$ cat config.mk
export PLATFORM = sky130hd
export DESIGN_NAME = timer_irq_ctrl
export DESIGN_NICKNAME = d
export VERILOG_FILES = /design/src/pkg/irq_pkg.sv /design/src/pkg/edge_if.sv /design/src/rtl/pin_edge_det.sv /design/src/rtl/timer_irq_ctrl.sv
export SDC_FILE = /design/constraint.sdc
export NUM_CORES = 1
export LEC_CHECK = 0
export ABC_AREA = 1
export BUFFER_PORTS_ARGS = -buffer_cell sky130_fd_sc_hd__buf_2
export CAP_MARGIN = 20
export CORE_MARGIN = 2
export CORE_UTILIZATION = 45
export DETAILED_ROUTE_END_ITERATION = 8
export PLACE_DENSITY = 0.68
export SLEW_MARGIN = 20
export SYNTH_ARGS = -nofsm -noshare
export SYNTH_HDL_FRONTEND = slang
export SYNTH_SLANG_ARGS = --single-unit
$ cat constraint.sdc
create_clock -name clk_i -period 7.3 [get_ports clk_i]
set_input_delay 1.095 -clock clk_i [delete_from_list [all_inputs] [get_ports clk_i]]
set_output_delay 1.095 -clock clk_i [all_outputs]
set_load 0.02 [all_outputs]
$ cat src/pkg/irq_pkg.sv
/*
  Constants shared by the timer and interrupt source block.
  Assumes a single 250 MHz clock; the 1 MHz time base is derived from it.
*/
// How it works
// (RULE_01) free-running 12-bit counter ticks once per microsecond from 1 MHz base
// (RULE_02) timer gives two sources: 128 us period and 1.024 ms period
// (RULE_03) reading the low timer byte captures the upper nibble into a hidden latch
// (RULE_04) reading the upper nibble returns the hidden latch, not the live counter
// (RULE_05) eleven sources, each separately maskable, each with its own vector
// (RULE_06) sources: bus reset, timer bit 6, timer bit 9, five endpoints, sink, gpio, i2c
// (RULE_07) timer taps request only on a zero-to-one change of the bit
// (RULE_08) endpoint requests on host data written and on packet sent
// (RULE_09) sink port has a per-pin enable mask plus the source enable
// (RULE_10) gpio ports have a per-pin enable mask
// (RULE_11) all enabled gpio pin events merge into one shared-vector request
// (RULE_12) sink port edge polarity is set per pin
// (RULE_13) gpio edge polarity comes from each port's configuration setting
// (RULE_14) polarity selects rising (0 to 1) or falling (1 to 0) edge
// (RULE_15) simultaneous pending requests resolve by fixed priority, one vector at a time
package irq_pkg;

  // ==========================================================
  // timing
  localparam int CLK_MHZ = 250;
  localparam int TICK_MHZ = 1;
  localparam int TICK_DIV = CLK_MHZ / TICK_MHZ;
  localparam int TIMER_W = 12;
  localparam int TAP_FAST = 6;
  localparam int TAP_SLOW = 9;

  // ==========================================================
  // sources, listed in priority order, highest first
  localparam int NUM_SRC = 11;
  localparam int VEC_W = 4;
  localparam int SRC_BUS_RESET = 0;
  localparam int SRC_TMR_FAST = 1;
  localparam int SRC_TMR_SLOW = 2;
  localparam int SRC_EP0 = 3;
  localparam int NUM_EP = 5;
  localparam int SRC_SINK = 8;
  localparam int SRC_GPIO = 9;
  localparam int SRC_I2C = 10;

  // ==========================================================
  // reset values
  localparam logic [11:0] TIMER_RST = 12'h000;
  localparam logic [3:0] HOLD_RST = 4'h0;
  localparam logic [3:0] VEC_RST = 4'h0;

endpackage : irq_pkg

$ cat src/pkg/edge_if.sv
/*
  Carrier between the top and the pin edge detector.
  Assumes pins are already synchronised to clk_i.
*/
`timescale 1ns/1ps
interface edge_if #(parameter int W = 8);
  logic [W-1:0] pins;
  logic [W-1:0] rise_sel;
  logic [W-1:0] enable;
  logic hit;
  modport det (input pins, input rise_sel, input enable, output hit);
  modport top (output pins, output rise_sel, output enable, input hit);
endinterface : edge_if

$ cat src/rtl/pin_edge_det.sv
/*
  Per-pin edge detector with per-pin polarity and enable mask; ORs all hits.
  Assumes synchronised pins and the reset copy of the top.
*/
`timescale 1ns/1ps
module pin_edge_det #(
  parameter int W = 8
) (
  input wire logic clk_i,
  input wire logic rst_n_i,
  edge_if.det port
);
  logic [W-1:0] prev_q;
  logic [W-1:0] ev;

  always_ff @(posedge clk_i or negedge rst_n_i) begin
    if (!rst_n_i) begin
      prev_q <= '0;
    end else begin
      prev_q <= port.pins;
    end
  end

  // ==========================================================
  // edge select per pin
  genvar g;
  for (g = 0; g < W; g++) begin : g_pin
    assign ev[g] = port.enable[g] & (port.rise_sel[g] ?
                   (port.pins[g] & ~prev_q[g]) : (~port.pins[g] & prev_q[g])); // RULE_14
  end

  assign port.hit = |ev;
endmodule : pin_edge_det

$ cat src/rtl/timer_irq_ctrl.sv
/*
  12-bit microsecond timer with coherent read latch and an eleven-source
  vectored interrupt controller.
  Assumes pin inputs are asynchronous, other event inputs come from clk_i logic,
  and the core acknowledges one vector at a time with irq_ack_i.
*/
`timescale 1ns/1ps
module timer_irq_ctrl #(
  parameter int SINK_W = 4,
  parameter int GPIO_PORTS = 4,
  parameter int GPIO_W = 8
) (
  input wire logic clk_i,
  input wire logic rst_n_i,
  input wire logic rd_timer_lo_i,
  input wire logic rd_timer_hi_i,
  output logic [7:0] timer_lo_o,
  output logic [3:0] timer_hi_o,
  input wire logic [irq_pkg::NUM_SRC-1:0] src_en_i,
  input wire logic bus_reset_i,
  input wire logic [irq_pkg::NUM_EP-1:0] ep_rx_done_i,
  input wire logic [irq_pkg::NUM_EP-1:0] ep_tx_done_i,
  input wire logic i2c_event_i,
  input wire logic [SINK_W-1:0] sink_pins_i,
  input wire logic [SINK_W-1:0] sink_pin_en_i,
  input wire logic [SINK_W-1:0] sink_rise_i,
  input wire logic [GPIO_PORTS*GPIO_W-1:0] gpio_pins_i,
  input wire logic [GPIO_PORTS*GPIO_W-1:0] gpio_pin_en_i,
  input wire logic [GPIO_PORTS-1:0] gpio_port_rise_i,
  input wire logic irq_ack_i,
  output logic irq_req_o,
  output logic [irq_pkg::VEC_W-1:0] irq_vec_o,
  output logic [irq_pkg::NUM_SRC-1:0] pending_o
);
  localparam int GW = GPIO_PORTS * GPIO_W;

  initial begin
    if (SINK_W < 1 || GPIO_PORTS < 1 || GPIO_W < 1) begin
      $error("pin widths must be at least one");
    end
  end

  // ==========================================================
  // reset release
  logic rst_meta_q;
  logic rst_sync_q;
  always_ff @(posedge clk_i or negedge rst_n_i) begin
    if (!rst_n_i) begin
      rst_meta_q <= 1'b0;
      rst_sync_q <= 1'b0;
    end else begin
      rst_meta_q <= 1'b1;
      rst_sync_q <= rst_meta_q;
    end
  end

  // ==========================================================
  // pin synchronisers
  logic [SINK_W-1:0] sink_meta_q;
  logic [SINK_W-1:0] sink_sync_q;
  logic [GW-1:0] gpio_meta_q;
  logic [GW-1:0] gpio_sync_q;
  always_ff @(posedge clk_i or negedge rst_sync_q) begin
    if (!rst_sync_q) begin
      sink_meta_q <= '0;
      sink_sync_q <= '0;
      gpio_meta_q <= '0;
      gpio_sync_q <= '0;
    end else begin
      sink_meta_q <= sink_pins_i;
      sink_sync_q <= sink_meta_q;
      gpio_meta_q <= gpio_pins_i;
      gpio_sync_q <= gpio_meta_q;
    end
  end

  // ==========================================================
  // microsecond time base and free-running counter
  logic [7:0] div_q;
  logic [irq_pkg::TIMER_W-1:0] timer_q;
  logic tick;
  assign tick = (div_q == 8'(irq_pkg::TICK_DIV - 1));

  always_ff @(posedge clk_i or negedge rst_sync_q) begin
    if (!rst_sync_q) begin
      div_q <= 8'h00;
    end else if (tick) begin
      div_q <= 8'h00;
    end else begin
      div_q <= div_q + 8'h01;
    end
  end

  always_ff @(posedge clk_i or negedge rst_sync_q) begin
    if (!rst_sync_q) begin
      timer_q <= irq_pkg::TIMER_RST;
    end else if (tick) begin
      timer_q <= timer_q + 12'h001; // RULE_01
    end
  end

  // ==========================================================
  // coherent read: low byte read snapshots the nibble
  logic [3:0] hold_q;
  always_ff @(posedge clk_i or negedge rst_sync_q) begin
    if (!rst_sync_q) begin
      hold_q <= irq_pkg::HOLD_RST;
      timer_lo_o <= 8'h00;
      timer_hi_o <= 4'h0;
    end else begin
      if (rd_timer_lo_i) begin
        timer_lo_o <= timer_q[7:0];
        hold_q <= timer_q[11:8]; // RULE_03
      end
      if (rd_timer_hi_i) begin
        // a same-cycle low read shows the nibble being captured now
        timer_hi_o <= rd_timer_lo_i ? timer_q[11:8] : hold_q; // RULE_04
      end
    end
  end

  // ==========================================================
  // timer taps: rising edge only
  logic fast_prev_q;
  logic slow_prev_q;
  logic fast_ev;
  logic slow_ev;
  always_ff @(posedge clk_i or negedge rst_sync_q) begin
    if (!rst_sync_q) begin
      fast_prev_q <= 1'b0;
      slow_prev_q <= 1'b0;
    end else begin
      fast_prev_q <= timer_q[irq_pkg::TAP_FAST];
      slow_prev_q <= timer_q[irq_pkg::TAP_SLOW];
    end
  end
  assign fast_ev = timer_q[irq_pkg::TAP_FAST] & ~fast_prev_q; // RULE_02 RULE_07
  assign slow_ev = timer_q[irq_pkg::TAP_SLOW] & ~slow_prev_q; // RULE_02 RULE_07

  // ==========================================================
  // pin sources
  edge_if #(.W(SINK_W)) sink_port ();
  edge_if #(.W(GW)) gpio_port ();
  assign sink_port.pins = sink_sync_q;
  assign sink_port.enable = sink_pin_en_i; // RULE_09
  assign sink_port.rise_sel = sink_rise_i; // RULE_12
  assign gpio_port.pins = gpio_sync_q;
  assign gpio_port.enable = gpio_pin_en_i; // RULE_10

  genvar p;
  for (p = 0; p < GPIO_PORTS; p++) begin : g_port
    assign gpio_port.rise_sel[p*GPIO_W +: GPIO_W] = {GPIO_W{gpio_port_rise_i[p]}}; // RULE_13
  end

  pin_edge_det #(.W(SINK_W)) u_sink (
    .clk_i(clk_i),
    .rst_n_i(rst_sync_q),
    .port(sink_port.det)
  );
  // one detector over all ports: every gpio event lands on one vector
  pin_edge_det #(.W(GW)) u_gpio (
    .clk_i(clk_i),
    .rst_n_i(rst_sync_q),
    .port(gpio_port.det) // RULE_11
  );

  // ==========================================================
  // source collection
  logic [irq_pkg::NUM_SRC-1:0] ev;
  always_comb begin
    ev = '0;
    ev[irq_pkg::SRC_BUS_RESET] = bus_reset_i;
    ev[irq_pkg::SRC_TMR_FAST] = fast_ev;
    ev[irq_pkg::SRC_TMR_SLOW] = slow_ev;
    ev[irq_pkg::SRC_EP0 +: irq_pkg::NUM_EP] = ep_rx_done_i | ep_tx_done_i; // RULE_08
    ev[irq_pkg::SRC_SINK] = sink_port.hit;
    ev[irq_pkg::SRC_GPIO] = gpio_port.hit;
    ev[irq_pkg::SRC_I2C] = i2c_event_i; // RULE_06
  end

  // ==========================================================
  // pending latches and fixed-priority dispatch
  logic [irq_pkg::NUM_SRC-1:0] pend_q;
  logic [irq_pkg::NUM_SRC-1:0] clr;
  logic [irq_pkg::NUM_SRC-1:0] live;
  logic [irq_pkg::VEC_W-1:0] win;
  logic any;

  // the source being acknowledged now must not win the next round again
  assign live = pend_q & ~clr & src_en_i;

  always_comb begin
    win = irq_pkg::VEC_RST;
    any = 1'b0;
    for (int i = irq_pkg::NUM_SRC - 1; i >= 0; i--) begin
      if (live[i]) begin
        win = irq_pkg::VEC_W'(i); // RULE_15
        any = 1'b1;
      end
    end
  end

  always_comb begin
    clr = '0;
    if (irq_ack_i && irq_req_o) begin
      clr[irq_vec_o] = 1'b1;
    end
  end

  always_ff @(posedge clk_i or negedge rst_sync_q) begin
    if (!rst_sync_q) begin
      pend_q <= '0;
    end else begin
      // set beats the acknowledge clear
      pend_q <= ((pend_q & ~clr) | ev) & src_en_i; // RULE_05
    end
  end

  always_ff @(posedge clk_i or negedge rst_sync_q) begin
    if (!rst_sync_q) begin
      irq_req_o <= 1'b0;
      irq_vec_o <= irq_pkg::VEC_RST;
      pending_o <= '0;
    end else begin
      // hold the vector while it waits; re-arbitrate after the ack or once its source is masked
      if (!irq_req_o || irq_ack_i || !src_en_i[irq_vec_o]) begin
        irq_req_o <= any;
        irq_vec_o <= win;
      end
      pending_o <= pend_q;
    end
  end
endmodule : timer_irq_ctrl

==> results of run 1 <==
==> metrics by stage <==
step | util | setup WS (ns) | instances | hold slack, ns
CTS | 0.565 | 5.08 | 913 | 0.199
global route | 0.565 | 4.99 | 913 | 0.214
finish | 0.565 | 5.10 | 913 | 0.192
global placement | 0.524 | 4.75 | 881 | 0.189
detailed placement | 0.524 | 4.68 | 881 | 0.195
floorplan | - | 2.06 | 570 | 0.331
==> worst paths after layout <==
path	depth (start not counted)	slack [ns]	startpoint	end
min in group clk_i	0	0.35	gpio_meta_q[3]	gpio_port.pins[3]
hold / removal	0	0.19	rst_sync_q	gpio_port.pins[6]
max in group asynchronous	1	5.88	rst_sync_q	gpio_meta_q[20]
setup reg to reg	10	5.34	div_q[1]	timer_q[11]
setup / recovery	1	5.10	irq_vec_o[0]	irq_vec_o[0]
hold reg to reg	0	0.19	rst_sync_q	gpio_port.pins[6]
==> metal layers <==
| metal | share of wire | GRT usage |
|---|---|---|
| met5 | 0 | 0 |
| met4 | 0.032 | 0.0912 |
| met3 | 0.047 | 0.0451 |
| met2 | 0.49 | 0.283 |
| met1 | 0.44 | 0.224 |
==> synthesized netlist by cell type <==
cell / count
dfrtp_1: 175
nand2_1: 121
inv_1: 52
nor2_1: 39
o21ai_0: 38
a21oi_1: 25
nand3_1: 23
mux2_2: 11
o22ai_1: 10
xor2_1: 10
nor3_1: 8
a21boi_0: 6
nand4_1: 6
nand3b_1: 5
o31a_1: 5
a22oi_1: 4
buf_2: 4
ha_1: 3
nor2_2: 3
nor3_2: 3
and3_1: 2
clkbuf_1: 2
nand3_2: 2
xnor2_1: 2
a211oi_1: 1
a21oi_2: 1
a31oi_1: 1
clkinv_1: 1
conb_1: 1
inv_2: 1
nand2_2: 1
nor2_4: 1
nor3b_1: 1
o21ai_1: 1
o21bai_1: 1
==> cells by family after synthesis <==
group	after synthesis
DFF	175
buffers and inverters	60
other	1
adders and majority gates	3
muxes	11
xor gates and xnor gates	12
and+or+nand+nor	215
AOI/OAI and AO/OA	93
==> state kept, by name, summed over array words and instances (netlist names), 8 cells and up <==
name,count
gpio_meta_q,32
gpio_port.pins,32
u_gpio.prev_q,32
timer_q,12
pend_q,11
pending_o,11
div_q,8
timer_lo_o,8
==> power by group through the flow <==
stage / logic, mW / registers, mW / clock network [mW]
2_1_floorplan: 0.123 / 1.10 / 0
3_3_place_gp: 0.238 / 1.08 / 0
3_5_place_dp: 0.242 / 1.08 / 0
4_1_cts: 0.245 / 1.06 / 0.888
5_1_grt: 0.276 / 1.07 / 0.930
6_report: 0.242 / 1.06 / 0.862
==> final cells by class <==
class / instances / share of cell area
clock buffer: 17 / 0.0545
clock inverter: 15 / 0.0183
sequential: 175 / 0.561
multi-input combinational: 335 / 0.223
tap: 180 / 0.0288
inverter: 54 / 0.0260
timing repair buffer: 137 / 0.0884
==> flow_summary.toml, run 1 <==
[outcome]
outcome = "complete, no violations"

[grt]
grt_start_max_net_pins = 80
first_global_vias = 4518
grt_usage = 0.177
grt.overflow.total = 0
antenna_found_initial = 0
grt_pass1_wl_um = 20500

[power]
power_mw = 2.17
swShare = 0.278
leakagePower_nw = 3.95
irDropWorstVdd_mv = 0.154
power_frac_clock = 0.398
p_int_mw = 1.56
power_density_nw_per_um2 = 278
power_frac_seq = 0.490
comb_power_share = 0.112
switchingPower_mw = 0.602

[critical_path]
slowest_delay_ns = 0.47
crit_family = "flip-flops"
arrival_ns = 1.11
cp-start-kind = "flop"
end_kind = "primary output"
cp.required_ns = 6.20
crit_type = "flop to primary output"
crit_fanout = 6
critPathSlowestCell = "dfrtp_1"
crit_path_cell_trace = "buf_2"
path_buf_inv = 1

[floorplan]
fp.dieH_um = 123
dieArea_um2 = 15100
initial_core_util = 0.459
coreArea_um2 = 13800
ios = 136
rows = 43
die_w_um = 123

[cts]
cts_tree = "built"
h-tree-depth = 4
path_clk_slew_ns = 0.07
clock-root-buffer = "clkbuf_16"
numCtsBuffers = 17
clock-sinks = 175
clk_latency_ns = 0.42
cts_max_path_buffers = 2
post_cts_resized = 0
cts_setup_buffers = 0
postCtsHoldBufs = 0

[hold_path]
hold_path.class = "flop to asynchronous set/reset pin"

[yosys]
yosysUniqueCellTypes = 35
syn_nets = 681
synthCells = 570
avgSynthCellArea_um2 = 11.1
synthXorXnorAreaFrac = 0.0166
yosysTopAreaCell = "dfrtp_1"
netlist.area_leader.share = 0.690
netlist_top_cells_area = "dfrtp_1 (69%), nand2_1 (7.2%), inv_1 (3.1%)"
synth_simple_gate_area_frac = 0.148
synth_compound_area_frac = 0.0838
synthAdderAreaFrac = 0.00591
ys_seq_area_frac = 0.690
synth_top_family_by_area = "simple AND/OR/NAND/NOR gates"
syn_area_um2 = 6350
muxShareOfSynthArea = 0.0195
yosys_warnings = 0
yosys_register_bits = 175

[run]
maxCapViolations = 0

[sta]
rsz0062_at_grt = "no"
relSlewSlack = 0.361
max_freq_ghz = 0.454
setup_viol = 0
slew_violations = 0
worstMarginPinSlew_ns = 0.958
period_minus_slack_ns = 2.20
setup_tns_ns = 0
fin_crit_sh = 0.302
skew_ns = 0.00640
hold_viol_final = 0

[cells_and_area]
n_antenna_cell = 0
n_fill_cell = 1162
nets = 831
fin_area_um2 = 7810
final_common_cell = "dfrtp_1"
layout_common_cells = "dfrtp_1 (174), buf_2 (135), nand2_1 (121), inv_1 (52), nor2_1 (39)"
multi_input_area_um2 = 1740
drive_gt1_frac = 0.263
area_growth_pct = 23.0
regArea_um2 = 4380

[routing]
drc_errors = 0
drt.antenna.violating_nets = 0
vias = 4429
viasPerCell = 4.85
drt_pass1_iterations = 4
drt-initial-drc-count = 257
wl_per_cell_um = 13.6
wl_um = 12500

[placement]
numPortBuffers = 135
hpwl_um = 9070
placed_cell_area_um2 = 7240
gp_congestion = 0.862
No activity file was read; power rests on OpenSTA's default activity.
==> run 2, diff against run 1 <==
- clock period: 7.3 -> 2.3 ns (I/O delays scaled with it)
==> run 2 against run 1 <==
  * Clock skew shrank 0.00091 ns
  * Hold slack got worse by 0.17 ns
  * Critical endpoint is now timer_q[11]
  * Sequential share of layout area fell by 0.74 points
  * Power increased to 3.2 times the previous value
  * Design area increased by 1.3%
==> flow_summary.toml, run 2 (synthesized netlist as in run 1, its figures left out) <==
[sta]
period_minus_slack_ns = 1.88
setup_viol = 0
fin_crit_sh = 0.818
max_freq_ghz = 0.532
setup_tns_ns = 0
layout_setup_ws_ns = 0.420
rsz0062_at_grt = "no"
whs_ns = 0.0236
slew_violations = 0
hold_viol_final = 0
skew_ns = 0.00549

[critical_path]
slowest_delay_ns = 0.41
end_kind = "flop"
crit_fanout = 8
crit_path_cell_trace = "inv_1 -> ha_1 -> nand2_1 -> nor3_2 -> nand2_2 -> inv_2 -> nand4_1 -> nor2_1 -> nand2_1 -> xor2_1"
critPathSlowestCell = "dfrtp_1"
crit_type = "flop to flop"
worst_path_most_repeated_cell = "nand2_1"
cp.required_ns = 2.61
arrival_ns = 2.19
cp-start-kind = "flop"

[placement]
numPortBuffers = 135
hpwl_um = 9170
place_ws_ns = 0.414
gp_congestion = 0.859

[cells_and_area]
post-route-util = 0.572
final_common_cell = "dfrtp_1"
area_growth_pct = 24.6
layout_common_cells = "dfrtp_1 (174), buf_2 (135), nand2_1 (121), inv_1 (52), nor2_1 (39)"
drive_gt1_frac = 0.263
nets = 836
n_antenna_cell = 0

[floorplan]
dieArea_um2 = 15100
rows = 43
fp.dieH_um = 123
ios = 136
coreArea_um2 = 13800
initial_core_util = 0.459
die_w_um = 123

[cts]
clk_latency_ns = 0.42
cts_tree = "built"
path_clk_slew_ns = 0.07
numCtsBuffers = 17
clock-root-buffer = "clkbuf_16"
h-tree-depth = 4
cts_max_path_buffers = 2
cts_setup_buffers = 0
clock-sinks = 175

[power]
power_mw = 7.00
power_frac_clock = 0.405
power_frac_seq = 0.480
leakagePower_nw = 4.00
power_density_nw_per_um2 = 885
switchingPower_mw = 1.92
p_int_mw = 5.09
comb_power_share = 0.115
swShare = 0.274
irDropWorstVdd_mv = 0.555

[routing]
drt-initial-drc-count = 285
drc_errors = 0
drt.antenna.violating_nets = 0
wl_per_cell_um = 13.7
vias = 4414
wl_um = 12500
drt_pass1_iterations = 4
viasPerCell = 4.81

[outcome]
outcome = "complete, no violations"

[grt]
antenna_found_initial = 0
grt_start_max_net_pins = 65
grt.overflow.total = 0
grt_usage = 0.181
first_global_vias = 4580
grt_pass1_wl_um = 20800

[run]
maxCapViolations = 0

[hold_path]
hold_path.class = "input port to flop"
==> run 2: area by class of cell <==
class | instances | area [µm²]
Timing Repair Buffer | 142 | 776
Multi-Input combinational cell | 335 | 1740
Clock buffer | 17 | 425
Tap cell | 180 | 225
Clock inverter | 15 | 161
Fill cell | 1147 | 5910
Sequential cell | 175 | 4380
Inverter | 54 | 203
==> run 2: repair_timing <==
action                    4_1_cts  5_1_grt
hold endpoints to repair        2        3
hold buffers                    1        3
resized for setup               0        0
==> run 2: stage by stage <==
stage,instances,instance area (µm²)
3_5_place_dp,882,7290
4_1_cts,915,7880
6_report,918,7910
3_3_place_gp,882,7290
5_1_grt,918,7910
2_1_floorplan,570,6350
==> run 2: final timing paths <==
check,cells after the start,start,end,slack (ns)
worst min-delay path,1,gpio_pins_i[10],gpio_meta_q[10],0.02
worst max-delay path,10,div_q[1],timer_q[11],0.42
worst max register to register,10,div_q[1],timer_q[11],0.42
max in group asynchronous,1,rst_sync_q,gpio_port.pins[11],1.44
worst min register to register,0,rst_sync_q,gpio_meta_q[5],0.23
min in group asynchronous,0,rst_sync_q,gpio_meta_q[5],0.23
==> run 2: per-layer routing <==
metal | vias up | global-route usage | share of wire
met1 | 2092 | 0.230 | 0.44
met5 | - | 0 | 0
li1 | 2180 | - | -
met3 | 25 | 0.0451 | 0.054
met4 | 0 | 0.0833 | 0.022
met2 | 117 | 0.291 | 0.49
==> run 2: worst max-delay path: cells and delay by family, from the launching register on <==
family	cells	cell delay [ns]
adder cells (fa/ha/maj)	1	0.13
flip-flops	1	0.41
AND/OR/NAND/NOR	6	0.86
buffers and inverters	2	0.23
XOR/XNOR	1	0.15
==> run 2: power groups by stage <==
stage / Clock [mW] / Sequential, mW / Combinational (mW)
5_1_grt: 3.05 / 3.39 / 0.909
2_1_floorplan: 0 / 3.50 / 0.391
3_5_place_dp: 0 / 3.42 / 0.795
4_1_cts: 2.92 / 3.36 / 0.806
6_report: 2.84 / 3.36 / 0.803
3_3_place_gp: 0 / 3.41 / 0.776
==> run 3, diff against run 2 <==
- PLACE_DENSITY: 0.68 -> 0.71
- clock period: 2.3 -> 1.65 ns (I/O delays scaled with it)
==> run 3 against run 2 <==
  * The run now ends with setup timing left
  * Core utilization increased by 4.9 points
  * Setup slack got worse by 0.49 ns
  * Design area increased by 8.5%
  * Clock power increased by 39%
  * Largest cell class unchanged
==> flow_summary.toml, run 3 (synthesized netlist as in run 1, its figures left out) <==
[outcome]
outcome = "finished with violations"
violations = "setup timing"

[power]
p_int_mw = 7.29
comb_power_share = 0.141
power_frac_clock = 0.390
switchingPower_mw = 2.83
power_frac_seq = 0.469
leakagePower_nw = 4.29
power_density_nw_per_um2 = 1180
irDropWorstVdd_mv = 0.730
swShare = 0.279

[grt]
grt_start_max_net_pins = 35
grt_pass1_wl_um = 22000
first_global_vias = 4816
grt_usage = 0.189
grt.overflow.total = 0
antenna_found_initial = 1

[sta]
slew_violations = 0
period_minus_slack_ns = 1.72
rsz0062_at_grt = "yes"
setup_viol = 4
worstMarginPinSlew_ns = 0.535
relSlewSlack = 0.643
whs_ns = 0.0443
skew_ns = 0.00905
layout_setup_ws_ns = -0.0745
fin_crit_sh = 1.05
hold_viol_final = 0
max_freq_ghz = 0.580

[cells_and_area]
drive_gt1_frac = 0.315
final_common_cell = "dfrtp_1"
nets = 894
n_antenna_cell = 0
layout_common_cells = "dfrtp_1 (170), buf_2 (135), nand2_1 (115), inv_1 (46), dlygate4sd3_1 (37)"
fin_area_um2 = 8590
area_growth_pct = 35.3

[critical_path]
crit_type = "flop to flop"
critical_path.reg2reg.endpoint = "timer_q[7]"
end_kind = "flop"
r2r.worst_path.cells = 10
cp-start-kind = "flop"
crit_fanout = 4
r2r_slack_ns = -0.07
reg2reg_from = "div_q[1]"
arrival_ns = 2.06
cp.required_ns = 1.99

[floorplan]
rows = 43
coreArea_um2 = 13800
ios = 136
fp.dieH_um = 123
dieArea_um2 = 15100
initial_core_util = 0.459
die_w_um = 123

[hold_path]
holdPathEnd = "pend_q[0]"
worstHoldPathCells = 3
hold_path.class = "input port to flop"
hold_path_startpoint = "bus_reset_i"

[cts]
cts_tree = "built"
path_clk_slew_ns = 0.07
numCtsBuffers = 17
clock-sinks = 175
cts_max_path_buffers = 2
clk_latency_ns = 0.42
h-tree-depth = 4
clock-root-buffer = "clkbuf_16"

[routing]
drt.antenna.violating_nets = 0
drt_pass1_iterations = 5
drc_errors = 0
wl_per_cell_um = 13.7
wl_um = 13300
vias = 4737
viasPerCell = 4.85
drt-initial-drc-count = 212

[placement]
numPortBuffers = 135
gp_congestion = 0.870
placed_cell_area_um2 = 7450
hpwl_um = 9440

[run]
maxCapViolations = 0
[run 3: stage by stage]
stage               setup TNS, ns  worst slack [ns]   util  power, mW  cells
finish                     -0.184           -0.0745  0.621       10.1    976
global route                -1.07            -0.166  0.621       10.6    976
CTS                       -0.0362           -0.0316  0.611       9.98    974
detailed placement         -0.212           -0.0741  0.539       5.95    901
global placement           -0.135           -0.0649  0.539       5.91    901
floorplan                  -26.81            -0.155      -       5.43    570
[run 3: what timing repair did]
item / 4_1_cts / 5_1_grt
hold buffers: 37 / 0
endpoints found under the setup margin: 6 / 13
gates resized for setup: 1 / 45
hold endpoints to repair: 38 / 0
pin swaps: 1 / 12
buffers inserted: 4 / 3
[run 3: worst max-delay path by stage]
stage | startpoint | endpoint | slack, ns | cells past startpoint
floorplan | rst_sync_q | div_q[0] | -0.15 | 0
global placement | irq_vec_o[2] | irq_vec_o[3] | -0.06 | 12
detailed placement | irq_vec_o[2] | irq_vec_o[3] | -0.07 | 12
CTS | div_q[1] | timer_q[10] | -0.03 | 11
global route | div_q[1] | timer_q[7] | -0.17 | 10
finish | div_q[1] | timer_q[7] | -0.07 | 10
[run 3: area by class of cell]
| type | instances | area, µm² |
|---|---|---|
| Timing Repair Buffer | 200 | 1320 |
| Tap cell | 180 | 225 |
| Clock buffer | 17 | 425 |
| Sequential cell | 175 | 4390 |
| Inverter | 54 | 203 |
| Multi-Input combinational cell | 335 | 1860 |
| Fill cell | 1058 | 5240 |
| Clock inverter | 15 | 164 |
[run 3: routing by layer]
layer  vias up  global-route usage  share of wire
li1       2292                   -              -
met2       120               0.325           0.51
met4         0              0.0668          0.017
met1      2305               0.237           0.43
met3        20              0.0400          0.042
met5         -                   0              0
[run 3: power by group through the flow]
stage / clock [mW] / sequential [mW] / combinational, mW
3_5_place_dp: 0 / 4.78 / 1.17
2_1_floorplan: 0 / 4.88 / 0.545
6_report: 3.94 / 4.75 / 1.43
5_1_grt: 4.22 / 4.78 / 1.59
4_1_cts: 4.03 / 4.70 / 1.25
3_3_place_gp: 0 / 4.76 / 1.14
[run 3: critical path: stages, from the launching register on]
cell	delay, ns
dfrtp_1	0.38
inv_1	0.06
ha_1	0.13
nand2_1	0.06
nor3_2	0.13
nand2_2	0.12
inv_2	0.07
nand4_1	0.20
nor2_2	0.20
buf_4	0.13
xor2_1	0.16
